$ cat config.mk
export PLATFORM = sky130hd
export DESIGN_NAME = ecc_timer
export DESIGN_NICKNAME = d
export VERILOG_FILES = /design/src/rtl/ecc_pkg.sv /design/src/rtl/ecc_trig_if.sv /design/src/rtl/ecc_trig_prescaler.sv /design/src/rtl/ecc_timer.sv
export SDC_FILE = /design/constraint.sdc
export NUM_CORES = 1
export LEC_CHECK = 0
export BUFFER_PORTS_ARGS = -buffer_cell sky130_fd_sc_hd__buf_2
export CAP_MARGIN = 20
export CELL_PAD_IN_SITES_DETAIL_PLACEMENT = 1
export CELL_PAD_IN_SITES_GLOBAL_PLACEMENT = 1
export CORE_MARGIN = 1
export CORE_UTILIZATION = 42
export DETAILED_ROUTE_END_ITERATION = 8
export PLACE_DENSITY = 0.79
export SLEW_MARGIN = 20
export SYNTH_ARGS = -nofsm -noshare
export SYNTH_HDL_FRONTEND = slang
export SYNTH_SLANG_ARGS = --single-unit
$ cat constraint.sdc
create_clock -name CLK -period 5.4 [get_ports CLK]
set_clock_uncertainty 0.1 [all_clocks]
set_input_delay 0.81 -clock CLK [delete_from_list [all_inputs] [get_ports CLK]]
set_output_delay 0.81 -clock CLK [all_outputs]
set_load 0.02 [all_outputs]
$ cat src/rtl/ecc_pkg.sv
// constants and field layout of the externally clocked capture counter
// What this block does
// RL1 - mode 1 may count both clock edges
// RL2 - mode 2 counts one chosen edge only
// RL3 - mode 2 clocking runs beside reset slave mode
// RL4 - slave mode code 100 selects reset mode
// RL5 - master code 010 pulses trigger out on update
// RL6 - update event when counter reaches reload limit
// RL7 - trigger source picks one internal trigger input
// RL8 - external trigger prescaled before resynchronisation
// RL9 - counter and capture are 32 bits wide
// RL10 - trigger shares channel 1 pin; capture on 2
// RL11 - rising channel 2 edge copies counter to capture
// RL12 - dma moves each capture word to memory
// RL13 - reset trigger clears counter and prescaler next cycle
// RL14 - capture sets flag and optional dma request
// RL15 - capture while flag set sets overcapture flag
// RL16 - mode 2 enable makes prescaled trigger the clock
// RL17 - prescale code 10 divides by four
package ecc_pkg;
  localparam int CNT_W = 32;
  localparam int ADDR_W = 8;
  localparam int DATA_W = 32;
  localparam int CTRL_W = 18;
  localparam int STAT_W = 4;
  localparam int PRESC_W = 2;
  localparam int MODE_W = 3;
  localparam int EDGE_W = 2;
  localparam int DIV_W = 3;
  localparam int TRIG_N = 8;
  // register offsets
  localparam logic [ADDR_W-1:0] A_CTRL = 8'h00;
  localparam logic [ADDR_W-1:0] A_LIMIT = 8'h04;
  localparam logic [ADDR_W-1:0] A_COUNT = 8'h08;
  localparam logic [ADDR_W-1:0] A_CAPT2 = 8'h0C;
  localparam logic [ADDR_W-1:0] A_STATUS = 8'h10;
  localparam logic [ADDR_W-1:0] A_MASK = 8'h14;
  // control register fields
  localparam int B_EN = 0;
  localparam int B_EXT2 = 1;
  localparam int B_FALL = 2;
  localparam int B_PRESC = 4;
  localparam int B_MASTER = 6;
  localparam int B_SLAVE = 9;
  localparam int B_TRIG_SRC = 12;
  localparam int B_DMA_EN = 15;
  localparam int B_EDGE1 = 16;
  // status and mask bits
  localparam int S_UPD = 0;
  localparam int S_CAP = 1;
  localparam int S_OVR = 2;
  localparam int S_TRG = 3;
  // mode codes
  localparam logic [MODE_W-1:0] SLAVE_RESET = 3'h4;
  localparam logic [MODE_W-1:0] SLAVE_EXTCLK1 = 3'h7;
  localparam logic [MODE_W-1:0] MASTER_UPDATE = 3'h2;
  localparam logic [PRESC_W-1:0] PRESC_DIV4 = 2'h2;
  localparam logic [EDGE_W-1:0] EDGE_FALL = 2'h1;
  localparam logic [EDGE_W-1:0] EDGE_BOTH = 2'h2;
  // reset values
  localparam logic [CTRL_W-1:0] CTRL_RST = 18'h0_0000;
  localparam logic [CNT_W-1:0] LIMIT_RST = 32'hFFFF_FFFF;
  localparam logic [STAT_W-1:0] MASK_RST = 4'h0;
endpackage : ecc_pkg

$ cat src/rtl/ecc_trig_if.sv
// link between the timer core and the external trigger prescaler
`timescale 1ns/10ps
interface ecc_trig_if import ecc_pkg::*; ();
  logic [PRESC_W-1:0] ext_trigger_prescale;
  logic falling;
  logic clear;
  logic tick;
  modport timer (output ext_trigger_prescale, output falling, output clear, input tick);
  modport presc (input ext_trigger_prescale, input falling, input clear, output tick);
endinterface : ecc_trig_if

$ cat src/rtl/ecc_trig_prescaler.sv
// external trigger edge prescaler with resynchronising stage
`timescale 1ns/10ps
module ecc_trig_prescaler import ecc_pkg::*; (
  // clock, enable and reset
  input logic clk,
  input logic rst_n,
  input logic ce,
  // shared pin level
  input logic trig_pin,
  // timer side
  ecc_trig_if.presc pif
);
  logic pin_q, pin_d;
  logic [DIV_W-1:0] div_q, div_d;
  logic [DIV_W-1:0] last;
  logic prescaled_ext_trigger_q, prescaled_ext_trigger_d;
  logic [2:0] sync_q, sync_d;
  logic tick_q, tick_d;
  logic active;

  always_comb begin
    pin_d = trig_pin;
    last = DIV_W'((1 << pif.ext_trigger_prescale) - 1); // RL17
    active = pif.falling ? (pin_q & ~trig_pin) : (~pin_q & trig_pin);
    div_d = div_q;
    prescaled_ext_trigger_d = prescaled_ext_trigger_q;
    if (pif.clear) begin
      div_d = '0; // RL13
    end else if (active) begin
      if (div_q == last) begin
        div_d = '0;
        prescaled_ext_trigger_d = ~prescaled_ext_trigger_q; // RL8
      end else begin
        div_d = div_q + 1'b1;
      end
    end
    sync_d = {sync_q[1:0], prescaled_ext_trigger_q}; // RL8
    tick_d = sync_q[1] ^ sync_q[2];
  end

  always_ff @(posedge clk or negedge rst_n) begin
    if (!rst_n) begin
      pin_q <= 1'b0;
      div_q <= '0;
      prescaled_ext_trigger_q <= 1'b0;
      sync_q <= '0;
      tick_q <= 1'b0;
    end else if (ce) begin
      pin_q <= pin_d;
      div_q <= div_d;
      prescaled_ext_trigger_q <= prescaled_ext_trigger_d;
      sync_q <= sync_d;
      tick_q <= tick_d;
    end
  end

  assign pif.tick = tick_q;
endmodule : ecc_trig_prescaler

$ cat src/rtl/ecc_timer.sv
// externally clocked 32-bit timer with reset slave mode and channel 2 capture
//
// Chosen here: the register offsets and the strobed register port.
`timescale 1ns/10ps
module ecc_timer import ecc_pkg::*; (
  // clock, enable and reset
  input logic CLK,
  input logic CE,
  input logic RST_B,
  // register port
  input logic [ADDR_W-1:0] ADDR,
  input logic [DATA_W-1:0] WDATA,
  input logic WR,
  input logic RD,
  output logic [DATA_W-1:0] RDATA,
  // shared channel 1 / external trigger pin and channel 2 pin
  input logic CH1_EXT_TRIG,
  input logic CH2_IN,
  // trigger link between timers
  input logic [TRIG_N-1:0] INT_TRIG,
  output logic TRIG_OUT,
  // dma handshake
  output logic DMA_REQ,
  input logic DMA_ACK,
  // interrupt
  output logic IRQ
);
  // reset release
  logic [1:0] rst_sync_q, rst_sync_d;
  logic rst_n;

  always_comb begin
    rst_sync_d = {rst_sync_q[0], 1'b1};
  end

  always_ff @(posedge CLK or negedge RST_B) begin
    if (!RST_B) begin
      rst_sync_q <= '0;
    end else begin
      rst_sync_q <= rst_sync_d;
    end
  end

  assign rst_n = rst_sync_q[1];

  // configuration registers
  logic [CTRL_W-1:0] ctrl_q, ctrl_d;
  logic [CNT_W-1:0] auto_reload_limit_q, auto_reload_limit_d;
  logic [STAT_W-1:0] mask_q, mask_d;
  logic [DATA_W-1:0] rdata_q, rdata_d;
  logic irq_q, irq_d;
  // counting state
  logic [CNT_W-1:0] cnt_q, cnt_d;
  logic [CNT_W-1:0] capture_value_ch2_q, capture_value_ch2_d;
  logic [STAT_W-1:0] stat_q, stat_d;
  logic [STAT_W-1:0] stat_set, stat_clr;
  logic trig_q, trig_d;
  logic pin1_q, pin1_d;
  logic ch2_q, ch2_d;
  logic trigger_out_pulse_q, trigger_out_pulse_d;
  logic dma_q, dma_d;
  // decoded fields and events
  logic counter_enable;
  logic ext_clock_mode2_enable;
  logic [MODE_W-1:0] master_mode_select;
  logic [MODE_W-1:0] slave_mode_select;
  logic [MODE_W-1:0] trigger_source_select;
  logic [EDGE_W-1:0] mode1_edge_select;
  logic capture_dma_enable;
  logic trig_in;
  logic slave_reset;
  logic pin_rise, pin_fall, mode1_edge;
  logic count_tick;
  logic update;
  logic cnt_wr;
  logic cap_edge;
  logic irq_src;

  ecc_trig_if trig_link ();

  assign counter_enable = ctrl_q[B_EN];
  assign ext_clock_mode2_enable = ctrl_q[B_EXT2];
  assign master_mode_select = ctrl_q[B_MASTER +: MODE_W];
  assign slave_mode_select = ctrl_q[B_SLAVE +: MODE_W];
  assign trigger_source_select = ctrl_q[B_TRIG_SRC +: MODE_W];
  assign mode1_edge_select = ctrl_q[B_EDGE1 +: EDGE_W];
  assign capture_dma_enable = ctrl_q[B_DMA_EN];

  // external trigger path, fed from the channel 1 pin
  assign trig_link.ext_trigger_prescale = ctrl_q[B_PRESC +: PRESC_W]; // RL17
  assign trig_link.falling = ctrl_q[B_FALL]; // RL2
  assign trig_link.clear = slave_reset; // RL13

  ecc_trig_prescaler u_prescaler (
    .clk(CLK),
    .rst_n(rst_n),
    .ce(CE),
    .trig_pin(CH1_EXT_TRIG), // RL10
    .pif(trig_link.presc)
  );

  // register port and interrupt
  always_comb begin
    ctrl_d = ctrl_q;
    auto_reload_limit_d = auto_reload_limit_q;
    mask_d = mask_q;
    rdata_d = '0;
    if (WR) begin
      case (ADDR)
        A_CTRL: ctrl_d = WDATA[CTRL_W-1:0];
        A_LIMIT: auto_reload_limit_d = WDATA;
        A_MASK: mask_d = WDATA[STAT_W-1:0];
        default: ;
      endcase
    end
    if (RD) begin
      case (ADDR)
        A_CTRL: rdata_d = DATA_W'(ctrl_q);
        A_LIMIT: rdata_d = auto_reload_limit_q;
        A_COUNT: rdata_d = cnt_q;
        A_CAPT2: rdata_d = capture_value_ch2_q; // RL12
        A_STATUS: rdata_d = DATA_W'(stat_q);
        A_MASK: rdata_d = DATA_W'(mask_q);
        default: rdata_d = '0;
      endcase
    end
    irq_d = irq_src;
  end

  assign irq_src = |(stat_q & mask_q);

  always_ff @(posedge CLK or negedge rst_n) begin
    if (!rst_n) begin
      ctrl_q <= CTRL_RST;
      auto_reload_limit_q <= LIMIT_RST;
      mask_q <= MASK_RST;
      rdata_q <= '0;
      irq_q <= 1'b0;
    end else if (CE) begin
      ctrl_q <= ctrl_d;
      auto_reload_limit_q <= auto_reload_limit_d;
      mask_q <= mask_d;
      rdata_q <= rdata_d;
      irq_q <= irq_d;
    end
  end

  // counter, capture, flags and trigger out
  always_comb begin
    trig_in = INT_TRIG[trigger_source_select]; // RL7
    slave_reset = (slave_mode_select == SLAVE_RESET) && trig_in && !trig_q; // RL4
    pin_rise = CH1_EXT_TRIG & ~pin1_q;
    pin_fall = ~CH1_EXT_TRIG & pin1_q;
    if (mode1_edge_select == EDGE_BOTH) begin
      mode1_edge = pin_rise | pin_fall; // RL1
    end else if (mode1_edge_select == EDGE_FALL) begin
      mode1_edge = pin_fall;
    end else begin
      mode1_edge = pin_rise;
    end
    if (!counter_enable) begin
      count_tick = 1'b0;
    end else if (ext_clock_mode2_enable) begin
      count_tick = trig_link.tick; // RL16
    end else if (slave_mode_select == SLAVE_EXTCLK1) begin
      count_tick = mode1_edge; // RL1
    end else begin
      count_tick = 1'b1;
    end
    update = count_tick && (cnt_q == auto_reload_limit_q) && !slave_reset; // RL6
    cnt_wr = WR && (ADDR == A_COUNT);
    cap_edge = CH2_IN && !ch2_q; // RL11
    cnt_d = cnt_q;
    if (slave_reset) begin
      cnt_d = '0; // RL3
    end else if (cnt_wr) begin
      cnt_d = WDATA;
    end else if (update) begin
      cnt_d = '0; // RL6
    end else if (count_tick) begin
      cnt_d = cnt_q + 1'b1; // RL9
    end
    capture_value_ch2_d = cap_edge ? cnt_q : capture_value_ch2_q; // RL11
    stat_set = '0;
    stat_set[S_UPD] = update;
    stat_set[S_CAP] = cap_edge; // RL14
    stat_set[S_OVR] = cap_edge && stat_q[S_CAP]; // RL15
    stat_set[S_TRG] = slave_reset;
    stat_clr = (WR && (ADDR == A_STATUS)) ? WDATA[STAT_W-1:0] : '0;
    stat_clr[S_CAP] = stat_clr[S_CAP] | DMA_ACK | (RD && (ADDR == A_CAPT2));
    stat_d = (stat_q & ~stat_clr) | stat_set;
    trigger_out_pulse_d = update && (master_mode_select == MASTER_UPDATE); // RL5
    dma_d = (cap_edge && capture_dma_enable) || (dma_q && !DMA_ACK); // RL14
    trig_d = trig_in;
    pin1_d = CH1_EXT_TRIG;
    ch2_d = CH2_IN;
  end

  always_ff @(posedge CLK or negedge rst_n) begin
    if (!rst_n) begin
      cnt_q <= '0;
      capture_value_ch2_q <= '0;
      stat_q <= '0;
      trig_q <= 1'b0;
      pin1_q <= 1'b0;
      ch2_q <= 1'b0;
      trigger_out_pulse_q <= 1'b0;
      dma_q <= 1'b0;
    end else if (CE) begin
      cnt_q <= cnt_d;
      capture_value_ch2_q <= capture_value_ch2_d;
      stat_q <= stat_d;
      trig_q <= trig_d;
      pin1_q <= pin1_d;
      ch2_q <= ch2_d;
      trigger_out_pulse_q <= trigger_out_pulse_d;
      dma_q <= dma_d;
    end
  end

  assign RDATA = rdata_q;
  assign IRQ = irq_q;
  assign TRIG_OUT = trigger_out_pulse_q;
  assign DMA_REQ = dma_q;
endmodule : ecc_timer

=== After elaboration in Yosys (flattened, before gate mapping) ===
Index checks and enable logic that the tools add are counted.
Widths: inputs -> output; s select.

* Register bits after elaboration: 170
* Bits of input ports: 56
* Output and inout port bits: 35
* Word-level logic and storage cells: 95

* $add $sub $neg: 3
* $lt $le $gt $ge: 1
* Equality and inequality tests: 12
* Shift-type cells: 1
* Mux-type cells: 18
* Bitwise operators: 14
* Reduce and logical (&&, ||, !) cells: 28

{| class="wikitable"
|+ Operator list
! kind !! count
|-
| $pmux 32 s6 || 1
|-
| $mux 32 || 5
|-
| $add 32x1->32 const B || 1
|-
| $eq 32x32->1 || 1
|-
| $eq 8x4->1 const B || 2
|-
| $eq 8x5->1 const B || 2
|-
| $logic_and 1x1->1 || 12
|-
| $mux 3 || 3
|-
| $reduce_and 3->1 || 3
|-
| $and 4x4->4 || 2
|-
| $eq 8x3->1 const B || 1
|-
| $logic_not 8->1 || 1
|-
| $mux 1 || 7
|-
| $eq 3x3->1 const B || 2
|-
| $reduce_and 2->1 || 3
|-
| $logic_not 1->1 || 4
|-
| $lt 3x4->1 const B || 1
|-
| $mux 4 || 1
|-
| $not 1->1 || 4
|-
| $not 4->4 || 1
|-
| $or 4x4->4 || 1
|-
| $reduce_and 4->1 || 1
|-
| $reduce_bool 4->1 || 1
|-
| $reduce_or 4->1 || 1
|-
| other kinds (13) || 16
|}

=== Depth between registers and ports, before layout ===
Gate-level depths: netlist of the first run.

* Depth in word-level cells: 12
* Gate-level depth with buffers: 10
* Gate-level depth less buffers: 8

=== Cells and area by module ===
A second synthesis of the first run with hierarchy kept.

* Cell total of the unflattened synthesis: 880
* Area total of the unflattened synthesis: 8803.4 um^2

{| class="wikitable"
|+ Modules (own cells, without submodules)
! module !! times used !! cells each !! area an instance (um^2)
|-
| ecc_timer || 1 || 832 || 8269.2
|-
| ecc_trig_prescaler || 1 || 48 || 534.3
|}

=== Worst setup path after synthesis of the first run ===
OpenSTA, ideal clock, no wires.

* Path kind: in2reg
* Start: in ADDR[0]
* End: reg auto_reload_limit_q[10]
* Arrival: 2880 ps
* Data required time: 5218 ps
* Setup slack: 2338 ps
* Stages on the path: 7
* Cell sequence: or4_4 -> or3_1 -> buf_6 -> or4b_4 -> buf_6 -> buf_12 -> mux2_4

* Longest elaborated chain between the ends: 2

{| class="wikitable"
|+ RTL lines
! element !! RTL line !! text
|-
| start, declared || ecc_timer.sv:11 || <nowiki>input logic [ADDR_W-1:0] ADDR,</nowiki>
|-
| $eq 8x3->1 || ecc_timer.sv:109 || <nowiki>case (ADDR)</nowiki>
|-
| $reduce_and 3->1 (no source line) || -- ||
|-
| end signal, assigned || ecc_timer.sv:141 || <nowiki>auto_reload_limit_q <= auto_reload_limit_d;</nowiki>
|-
| end, declared || ecc_timer.sv:48 || <nowiki>logic [CNT_W-1:0] auto_reload_limit_q, auto_reload_limit_d;</nowiki>
|}

Every way passes these cells.
A chain may end at the register's enable or synchronous reset.

=== Final worst setup path of the first run ===
* Start: in ADDR[0]
* End: reg ctrl_q[17]

* Longest elaborated chain between the ends: 2

{| class="wikitable"
|+ RTL lines
! element !! RTL line !! text
|-
| $logic_not 8->1 || ecc_timer.sv:109 ||
|-
| $reduce_and 3->1 (no source line) || -- ||
|-
| end signal, assigned || ecc_timer.sv:140 || <nowiki>ctrl_q <= ctrl_d;</nowiki>
|-
| end, declared || ecc_timer.sv:47 || <nowiki>logic [CTRL_W-1:0] ctrl_q, ctrl_d;</nowiki>
|}

Every way passes these cells.

==> results of run 1 <==
-- worst reg2reg max path, stage by stage (launching register included) --
cell       delay [ns]
dfrtp_1          0.47
a2111oi_0        0.94
or4_1            0.44
and4_1           0.24
buf_4            0.40
nand2_1          0.32
o211ai_1         0.28
-- cells in the final DEF, fill, tap and decap left out, drive strengths merged, types with 9 or more instances in the layout --
cell / n
nand2: 137
o2bb2ai: 32
dfrtp: 138
nor3: 12
nor2: 45
o21ai: 15
inv: 15
nand3: 45
nor4: 9
dfstp: 32
a22o: 9
mux2: 88
a22oi: 55
a21oi: 20
buf: 101
xnor2: 37
clkbuf: 19
nand4: 25
o211ai: 17
-- cell usage after synthesis, drive strengths merged (9+ instances only) --
master	count
o2bb2ai	32
a22o	9
nand4	25
inv	12
nor4	9
mux2	88
xnor2	37
dfrtp	138
a21oi	20
o21ai	15
buf	14
nor3	12
clkbuf	66
nand3	45
nor2	45
nand2	137
o211ai	17
dfstp	32
a22oi	55
-- power breakdown --
| part | leakage, nW | internal, mW | total, mW | switching [mW] |
|---|---|---|---|---|
| registers | 2.20 | 1.35 | 1.44 | 0.0915 |
| clock network | 0.305 | 0.827 | 1.37 | 0.538 |
| logic | 2.12 | 0.125 | 0.290 | 0.165 |
| total | 4.63 | 2.30 | 3.10 | 0.795 |
-- metrics by stage --
stage / total power [mW] / instances / setup WS (ns)
final: 3.10 / 1213 / 1.98
after CTS: 3.12 / 1213 / 1.99
after global placement: 1.73 / 1181 / 1.69
after global routing: 3.21 / 1213 / 1.79
after floorplan: 1.63 / 885 / 0.268
after detailed placement: 1.75 / 1181 / 1.58
-- area by class of cell --
class	count	share of cell area, %
tap	275	3.35
inverter	12	0.439
sequential	170	41.9
timing repair buffer	101	5.20
clock inverter	13	2.11
clock buffer	19	4.22
multi-input combinational	623	42.8
-- layer usage --
| metal | routed length, um | GRT usage, % |
|---|---|---|
| met1 | 11900 | 33.6 |
| met2 | 13300 | 43.0 |
| met3 | 1160 | 4.83 |
| met4 | 876 | 11.4 |
| met5 | 0 | 0 |
-- kinds of logic after synthesis --
| kind of cell | count (synthesis) | synth area share [%] |
|---|---|---|
| AOI/OAI and AO/OA | 170 | 13.8 |
| xor gates and xnor gates | 37 | 3.57 |
| adders and majority gates | 4 | 0.552 |
| buffers and inverters | 92 | 4.58 |
| DFF | 170 | 47.4 |
| muxes | 95 | 13.5 |
| other | 1 | 0.0414 |
| and+or+nand+nor | 316 | 16.6 |
-- registers in the layout, indices dropped and copies added (netlist names), 2 cells and up --
signal               cells
auto_reload_limit_q     32
stat_q                   4
cnt_q                   32
mask_q                   4
ctrl_q                  18
capture_value_ch2_q     32
u_prescaler.div_q        3
RDATA                   32
u_prescaler.sync_q       3
rst_sync_q               2
-- worst paths after layout --
path,depth (start not counted),start,endpoint
hold / removal,1,RST_B,rst_sync_q[1]
setup reg to reg,6,ctrl_q[12],cnt_q[0]
min in group CLK,0,rst_sync_q[0],rst_sync_q[1]
max in group asynchronous,1,rst_sync_q[1],u_prescaler.pif.tick
hold reg to reg,0,rst_sync_q[0],rst_sync_q[1]
setup / recovery,6,ADDR[0],ctrl_q[17]
==> results.py, run 1 <==
metrics = {
    "yosys": {
        "synth_nets": 945,
        "ys.flop_type": "dfrtp_1",
        "yosys-top-cells-area": "dfrtp_1 38%, dfstp_2 9.3%, mux2_2 7.2%",
        "ys_seq_area_share_pct": 47.4,
        "syn_area_um2": 9070,
        "synth_edf_count": 0,
        "synth.top_cell.area_share_pct": 38.1,
        "synth-async-reset-ratio_pct": 100,
        "yosys_warnings": 0,
        "synth_top_cell_by_area": "dfrtp_1",
        "syn_inst": 885,
        "syn_avg_cell_area_um2": 10.2,
        "synth_cell_types": 57,
        "ys_ff_latch": 170,
    },
    "final_layout": {
        "antennaDiodeCount": 0,
        "area_growth_syn_to_layout_pct": 13.2,
        "num-nets-final": 985,
        "fin_util_pct": 48.6,
        "multi_input_area_um2": 4390,
        "num-fill-cells": 2347,
        "regArea_um2": 4300,
        "stdcell_area_um2": 10300,
        "drive_gt1_share_pct": 28.4,
    },
    "run_status": {
        "run_status": "complete, no violations",
    },
    "detailed_routing": {
        "drt_iter0_drc": 446,
        "via_per_inst": 5.95,
        "wl_per_cell_um": 22.5,
        "drc": 0,
        "drt-pass1-iter-count": 4,
        "via_count": 7222,
        "wirelength_um": 27300,
        "antenna_left": 0,
    },
    "placement": {
        "dpl.hpwl_um": 17900,
        "gp_congestion": 0.813,
        "io_buffers": 90,
        "place_area_um2": 9610,
    },
    "sta": {
        "setup_tns_ns": 0,
        "hold_violations": 0,
        "fmax_ghz": 0.293,
        "finalMaxSlewViolations": 0,
        "max_slew.worst_pin.slew_ns": 1.01,
        "setup_violations": 0,
        "period_share_pct": 63.3,
        "holdWs_ns": 0.0350,
        "rsz0062_at_grt": "false",
        "min_period_ns": 3.42,
        "slew_headroom_pct": 30.8,
    },
    "floorplan": {
        "rows": 53,
        "ios": 91,
        "start_util_pct": 43.0,
        "die_x_um": 149,
        "fp.coreArea_um2": 21100,
        "die_h_um": 149,
        "fp.dieArea_um2": 22200,
    },
    "clocking": {
        "clk_path_buf_depth": 2,
        "clk_pin_slew_ns": 0.07,
        "cts-buffers-inserted": 17,
        "post_cts_buffers": 0,
        "cts_root_buf": "clkbuf_16",
        "clk-insertion-delay-late_ns": 0.44,
        "cts_sinks": 170,
        "cts_resized": 0,
        "cts_hold_buf": 0,
        "tritoncts": "yes",
        "cts_max_level": 4,
    },
    "global_route": {
        "grt_pass1_vias": 7691,
        "grt_max_degree": 63,
        "antenna_found_initial": 0,
        "grt_use_total_pct": 26.1,
        "grt_overflow_total": 0,
        "grt_pass1_wl_um": 43900,
    },
    "worst_setup_path": {
        "r2r_setup_slack_ns": 2.12,
        "max_stage_delay_ns": 0.62,
        "path_max_fanout": 18,
        "critPathRequiredTime_ns": 5.62,
        "cp_top_family": "simple AND/OR/NAND/NOR gates",
        "endpoint_kind": "flop",
        "critPathArrivalTime_ns": 3.64,
        "worst_setup_path_start_kind": "input pin",
        "cp_slowest_cell": "or3_1",
        "critical_path_class": "in2reg",
        "critPathBufInv": 1,
        "crit_chain": "buf_2 -> or4_4 -> or3_1 -> nor3_4 -> nand3_2 -> mux2_2",
    },
    "power_and_ir_drop": {
        "power.leakage_nw": 4.63,
        "vdd_drop_max_mv": 0.183,
        "power_density_nw_per_um2": 302,
    },
    "hold_path": {
        "hold_path_class": "in2async",
    },
    "run": {
        "cap_violations": 0,
    },
}
No activity file was read; power rests on OpenSTA's default activity.
==> run 2: changes to the inputs <==
Clock period 5.4 ns to 2.92 ns, I/O delays scaled along.
==> run 2 against run 1 <==
Worst hold slack gained 0.11 ns; sequential share of layout area decreased by 0.91 points; via count increased by 2.0%; sequential cell count did not move; critical path type is now reg2reg; largest cell class unchanged; largest power group unchanged.
==> results.py, run 2 (synthesis results as in run 1) <==
metrics = {
    "floorplan": {
        "fp.coreArea_um2": 21100,
        "start_util_pct": 43.0,
        "fp.dieArea_um2": 22200,
        "ios": 91,
        "rows": 53,
        "die_x_um": 149,
        "die_h_um": 149,
    },
    "power_and_ir_drop": {
        "power_density_nw_per_um2": 525,
        "vdd_drop_max_mv": 0.372,
        "power_mw": 5.50,
        "power.leakage_nw": 4.78,
    },
    "sta": {
        "period_share_pct": 92.3,
        "fmax_ghz": 0.371,
        "rsz0062_at_grt": "false",
        "setup_violations": 0,
        "hold_violations": 0,
        "min_period_ns": 2.70,
        "setup_tns_ns": 0,
        "finalMaxSlewViolations": 0,
        "max_slew.worst_pin.slew_ns": 0.849,
        "slew_headroom_pct": 41.9,
    },
    "clocking": {
        "clk_path_buf_depth": 2,
        "clk_pin_slew_ns": 0.07,
        "clk-insertion-delay-late_ns": 0.44,
        "tritoncts": "yes",
        "cts_resized": 0,
        "cts_max_level": 4,
        "cts_hold_buf": 1,
        "cts-buffers-inserted": 17,
        "cts_sinks": 170,
        "post_cts_buffers": 0,
        "cts_root_buf": "clkbuf_16",
    },
    "detailed_routing": {
        "via_count": 7363,
        "antenna_left": 0,
        "drt-pass1-iter-count": 4,
        "drt_iter0_drc": 511,
        "wirelength_um": 27400,
        "via_per_inst": 5.93,
        "drc": 0,
        "wl_per_cell_um": 22.1,
    },
    "worst_setup_path": {
        "crit_chain": "a2111oi_0 -> or4_1 -> and4_1 -> buf_4 -> a31oi_1 -> o211ai_1",
        "max_stage_delay_ns": 0.82,
        "critPathRequiredTime_ns": 3.17,
        "endpoint_kind": "flop",
        "worst_setup_path_start_kind": "flop",
        "critical_path_class": "reg2reg",
        "cp_slowest_cell": "a2111oi_0",
        "critPathArrivalTime_ns": 2.95,
        "path_max_fanout": 19,
    },
    "global_route": {
        "grt_use_total_pct": 26.1,
        "grt_pass1_wl_um": 44200,
        "grt_pass1_vias": 7897,
        "antenna_found_initial": 0,
        "grt_overflow_total": 0,
        "grt_max_degree": 87,
    },
    "placement": {
        "dpl.hpwl_um": 18700,
        "gp_congestion": 0.803,
        "io_buffers": 90,
        "dpl.cell_count": 1209,
    },
    "final_layout": {
        "stdcell_count": 1242,
        "antennaDiodeCount": 0,
        "num-nets-final": 1014,
        "area_growth_syn_to_layout_pct": 15.7,
        "num-fill-cells": 2368,
        "layout_common_cells": "137 x dfrtp_1, 137 x nand2_1, 90 x buf_2",
        "drive_gt1_share_pct": 30.4,
    },
    "run_status": {
        "run_status": "complete, no violations",
    },
    "hold_path": {
        "hold_path_class": "in2reg",
    },
    "run": {
        "cap_violations": 0,
    },
}
## run 2: changes by cell type in the layout (fill, tap and decap cells not counted), sizes merged
cell,change
buf,+28
inv,+6
bufinv,-4
clkbuf,-1
clkinvlp,-1
dlygate4sd3,+1
## run 2: metrics by stage
step | hold WS [ns] | setup slack (ns) | utilization (%) | area, um2
after CTS | 0.143 | 0.188 | 49.7 | 10500
after floorplan | 0.0424 | 0.0397 | - | 9070
after global placement | 0.123 | 0.235 | 46.9 | 9900
after detailed placement | 0.123 | 0.178 | 46.9 | 9900
final | 0.150 | 0.224 | 49.7 | 10500
after global routing | 0.145 | 0.0440 | 49.7 | 10500
## run 2: final cells by class
class                   instances  area, um2  share of cell area, %
multi-input cells             623       4380                   41.7
flip-flops and latches        170       4300                   41.0
repair buffers                130        841                   8.02
clock buffers                  18        429                   4.09
well taps                     275        344                   3.28
clock inverters                14        151                   1.44
inverters                      12       45.0                  0.430
## run 2: worst paths after layout
| path | start | end | slack, ns | depth (start not counted) |
|---|---|---|---|---|
| min in group asynchronous | rst_sync_q[1] | RDATA[16] | 0.19 | 0 |
| worst max-delay path | ctrl_q[12] | cnt_q[29] | 0.22 | 6 |
| worst min register to register | rst_sync_q[1] | RDATA[16] | 0.19 | 0 |
| max in group asynchronous | rst_sync_q[1] | auto_reload_limit_q[27] | 1.65 | 1 |
| worst max register to register | ctrl_q[12] | cnt_q[29] | 0.22 | 6 |
| worst min-delay path | WDATA[19] | auto_reload_limit_q[19] | 0.15 | 2 |
## run 2: power breakdown
part,switching (mW),total (mW),internal (mW)
Clock,1.08,2.29,1.21
Sequential,0.151,2.65,2.50
Combinational,0.316,0.563,0.247
Total,1.55,5.50,3.96
## run 2: critical path, delay by kind of cell, from the launching register on
kind                   cells  cell delay, ns
flip-flops                 1            0.48
AND/OR/NAND/NOR            2            0.63
AO/OA/AOI/OAI              3            1.11
buffers and inverters      1            0.27
## run 2: per-layer routing
layer	up-vias	GRT usage (%)	routed length (um)	part of all wire, %
met4	0	10.7	794	2.9
met1	3809	34.3	12100	44
li1	3326	-	-	-
met2	175	43.4	13500	49
met5	-	0	0	0
met3	53	3.33	965	3.5
==> run 3: changes to the inputs <==
Settings changed: PLACE_DENSITY 0.79 to default, PLACE_DENSITY_LB_ADDON from default to 0.1.
==> run 3 against run 2 <==
Core utilization fell by 0.20 points; wire length rose by 1.9%; critical path type unchanged; global-route usage rose by 0.26 points.
==> results.py, run 3 (synthesis results as in run 1) <==
metrics = {
    "floorplan": {
        "die_h_um": 149,
        "fp.dieArea_um2": 22200,
        "die_x_um": 149,
        "start_util_pct": 43.0,
        "ios": 91,
        "fp.coreArea_um2": 21100,
        "rows": 53,
    },
    "sta": {
        "min_period_ns": 2.62,
        "setup_tns_ns": 0,
        "layout_setup_ws_ns": 0.302,
        "slew_headroom_pct": 33.0,
        "finalMaxSlewViolations": 0,
        "period_share_pct": 89.7,
        "setup_violations": 0,
        "max_slew.worst_pin.slew_ns": 1.00,
        "fmax_ghz": 0.382,
        "hold_violations": 0,
        "holdWs_ns": 0.151,
        "rsz0062_at_grt": "false",
    },
    "worst_setup_path": {
        "worst_setup_path_start_kind": "flop",
        "r2r_setup_slack_ns": 0.30,
        "endpoint_kind": "flop",
        "critPathArrivalTime_ns": 2.84,
        "critPathRequiredTime_ns": 3.14,
        "path_max_fanout": 17,
        "critical_path_class": "reg2reg",
    },
    "clocking": {
        "post_cts_buffers": 0,
        "clk_path_buf_depth": 2,
        "cts-buffers-inserted": 17,
        "cts_max_level": 4,
        "cts_sinks": 170,
        "tritoncts": "yes",
        "clk_pin_slew_ns": 0.07,
        "clk-insertion-delay-late_ns": 0.44,
        "cts_root_buf": "clkbuf_16",
    },
    "placement": {
        "io_buffers": 90,
        "place_area_um2": 9840,
        "gp_congestion": 0.852,
        "pre_cts_ws_ns": 0.0537,
        "dpl.hpwl_um": 19200,
        "dpl.cell_count": 1203,
    },
    "power_and_ir_drop": {
        "power_mw": 5.55,
        "power_density_nw_per_um2": 531,
        "power.leakage_nw": 4.76,
        "vdd_drop_max_mv": 0.360,
    },
    "detailed_routing": {
        "wl_met2_um": 13700,
        "drt_iter0_drc": 376,
        "via_count": 7367,
        "routed-wl-met3_um": 756,
        "top_layer_used": "met4",
        "wl_met1_um": 12700,
        "antenna_left": 0,
        "wirelength_um": 27900,
        "wl_per_cell_um": 22.6,
        "drc": 0,
        "via_per_inst": 5.96,
        "drt-pass1-iter-count": 5,
    },
    "global_route": {
        "grt_use_total_pct": 26.3,
        "grt_max_degree": 74,
        "antenna_found_initial": 0,
        "grt_pass1_wl_um": 44700,
        "grt_pass1_vias": 7878,
        "grt_overflow_total": 0,
    },
    "final_layout": {
        "stdcell_count": 1236,
        "layout_common_cells": "137 x dfrtp_1, 137 x nand2_1, 90 x buf_2",
        "fin_util_pct": 49.5,
        "num-fill-cells": 2316,
        "drive_gt1_share_pct": 30.2,
        "antennaDiodeCount": 0,
        "stdcell_area_um2": 10400,
        "regArea_um2": 4300,
        "num-nets-final": 1008,
        "area_growth_syn_to_layout_pct": 15.2,
        "multi_input_area_um2": 4380,
    },
    "run_status": {
        "run_status": "complete, no violations",
    },
    "hold_path": {
        "hold_path_class": "in2reg",
    },
    "run": {
        "cap_violations": 0,
    },
}
run 3: changes by cell type in the layout (fill, tap and decap cells not counted), sizes merged:
cell / before / now
buf: 129 / 123
clkbuf: 18 / 20
clkinvlp: 2 / 0
clkinv: 2 / 3
inv: 21 / 20
run 3: path summary, 6_finish.rpt:
path	from	to	cells past startpoint
worst max-delay path	ctrl_q[9]	cnt_q[7]	6
worst min-delay path	WDATA[26]	auto_reload_limit_q[26]	2
min in group asynchronous	RST_B	rst_sync_q[0]	2
worst min register to register	rst_sync_q[1]	ctrl_q[15]	0
worst max register to register	ctrl_q[9]	cnt_q[7]	6
max in group asynchronous	rst_sync_q[1]	auto_reload_limit_q[24]	1
run 3: layer usage:
metal	GRT usage, %	up-vias
met5	0	-
met4	10.2	0
met3	3.52	48
met2	43.0	149
met1	35.5	3856
li1	-	3314
run 3: cell type report:
type	count	area share, %
clock buffer	20	4.47
clock inverter	12	1.22
inverter	12	0.431
multi-input combinational	623	41.9
sequential	170	41.2
tap	275	3.29
timing repair buffer	124	7.50
run 3: critical path, cell delays in order, from the launching register on:
cell and delay (ns):
dfrtp_1 0.41, or4b_1 0.55, or4_1 0.52, and4_2 0.38, buf_4 0.24, a32oi_1 0.21
o21ai_1 0.09
run 3: power by group:
group / leakage, nW / switching, mW / total, mW / internal (mW)
combinational: 2.26 / 0.311 / 0.553 / 0.242
clock: 0.297 / 1.06 / 2.34 / 1.27
sequential: 2.20 / 0.158 / 2.66 / 2.50
total: 4.76 / 1.53 / 5.55 / 4.01
run 3: what timing repair did:
| item | CTS | global route |
|---|---|---|
| resized for setup | 0 | 1 |
| hold buffers | 1 | 0 |
| hold endpoints to repair | 2 | 0 |
| setup endpoints to repair | 0 | 6 |
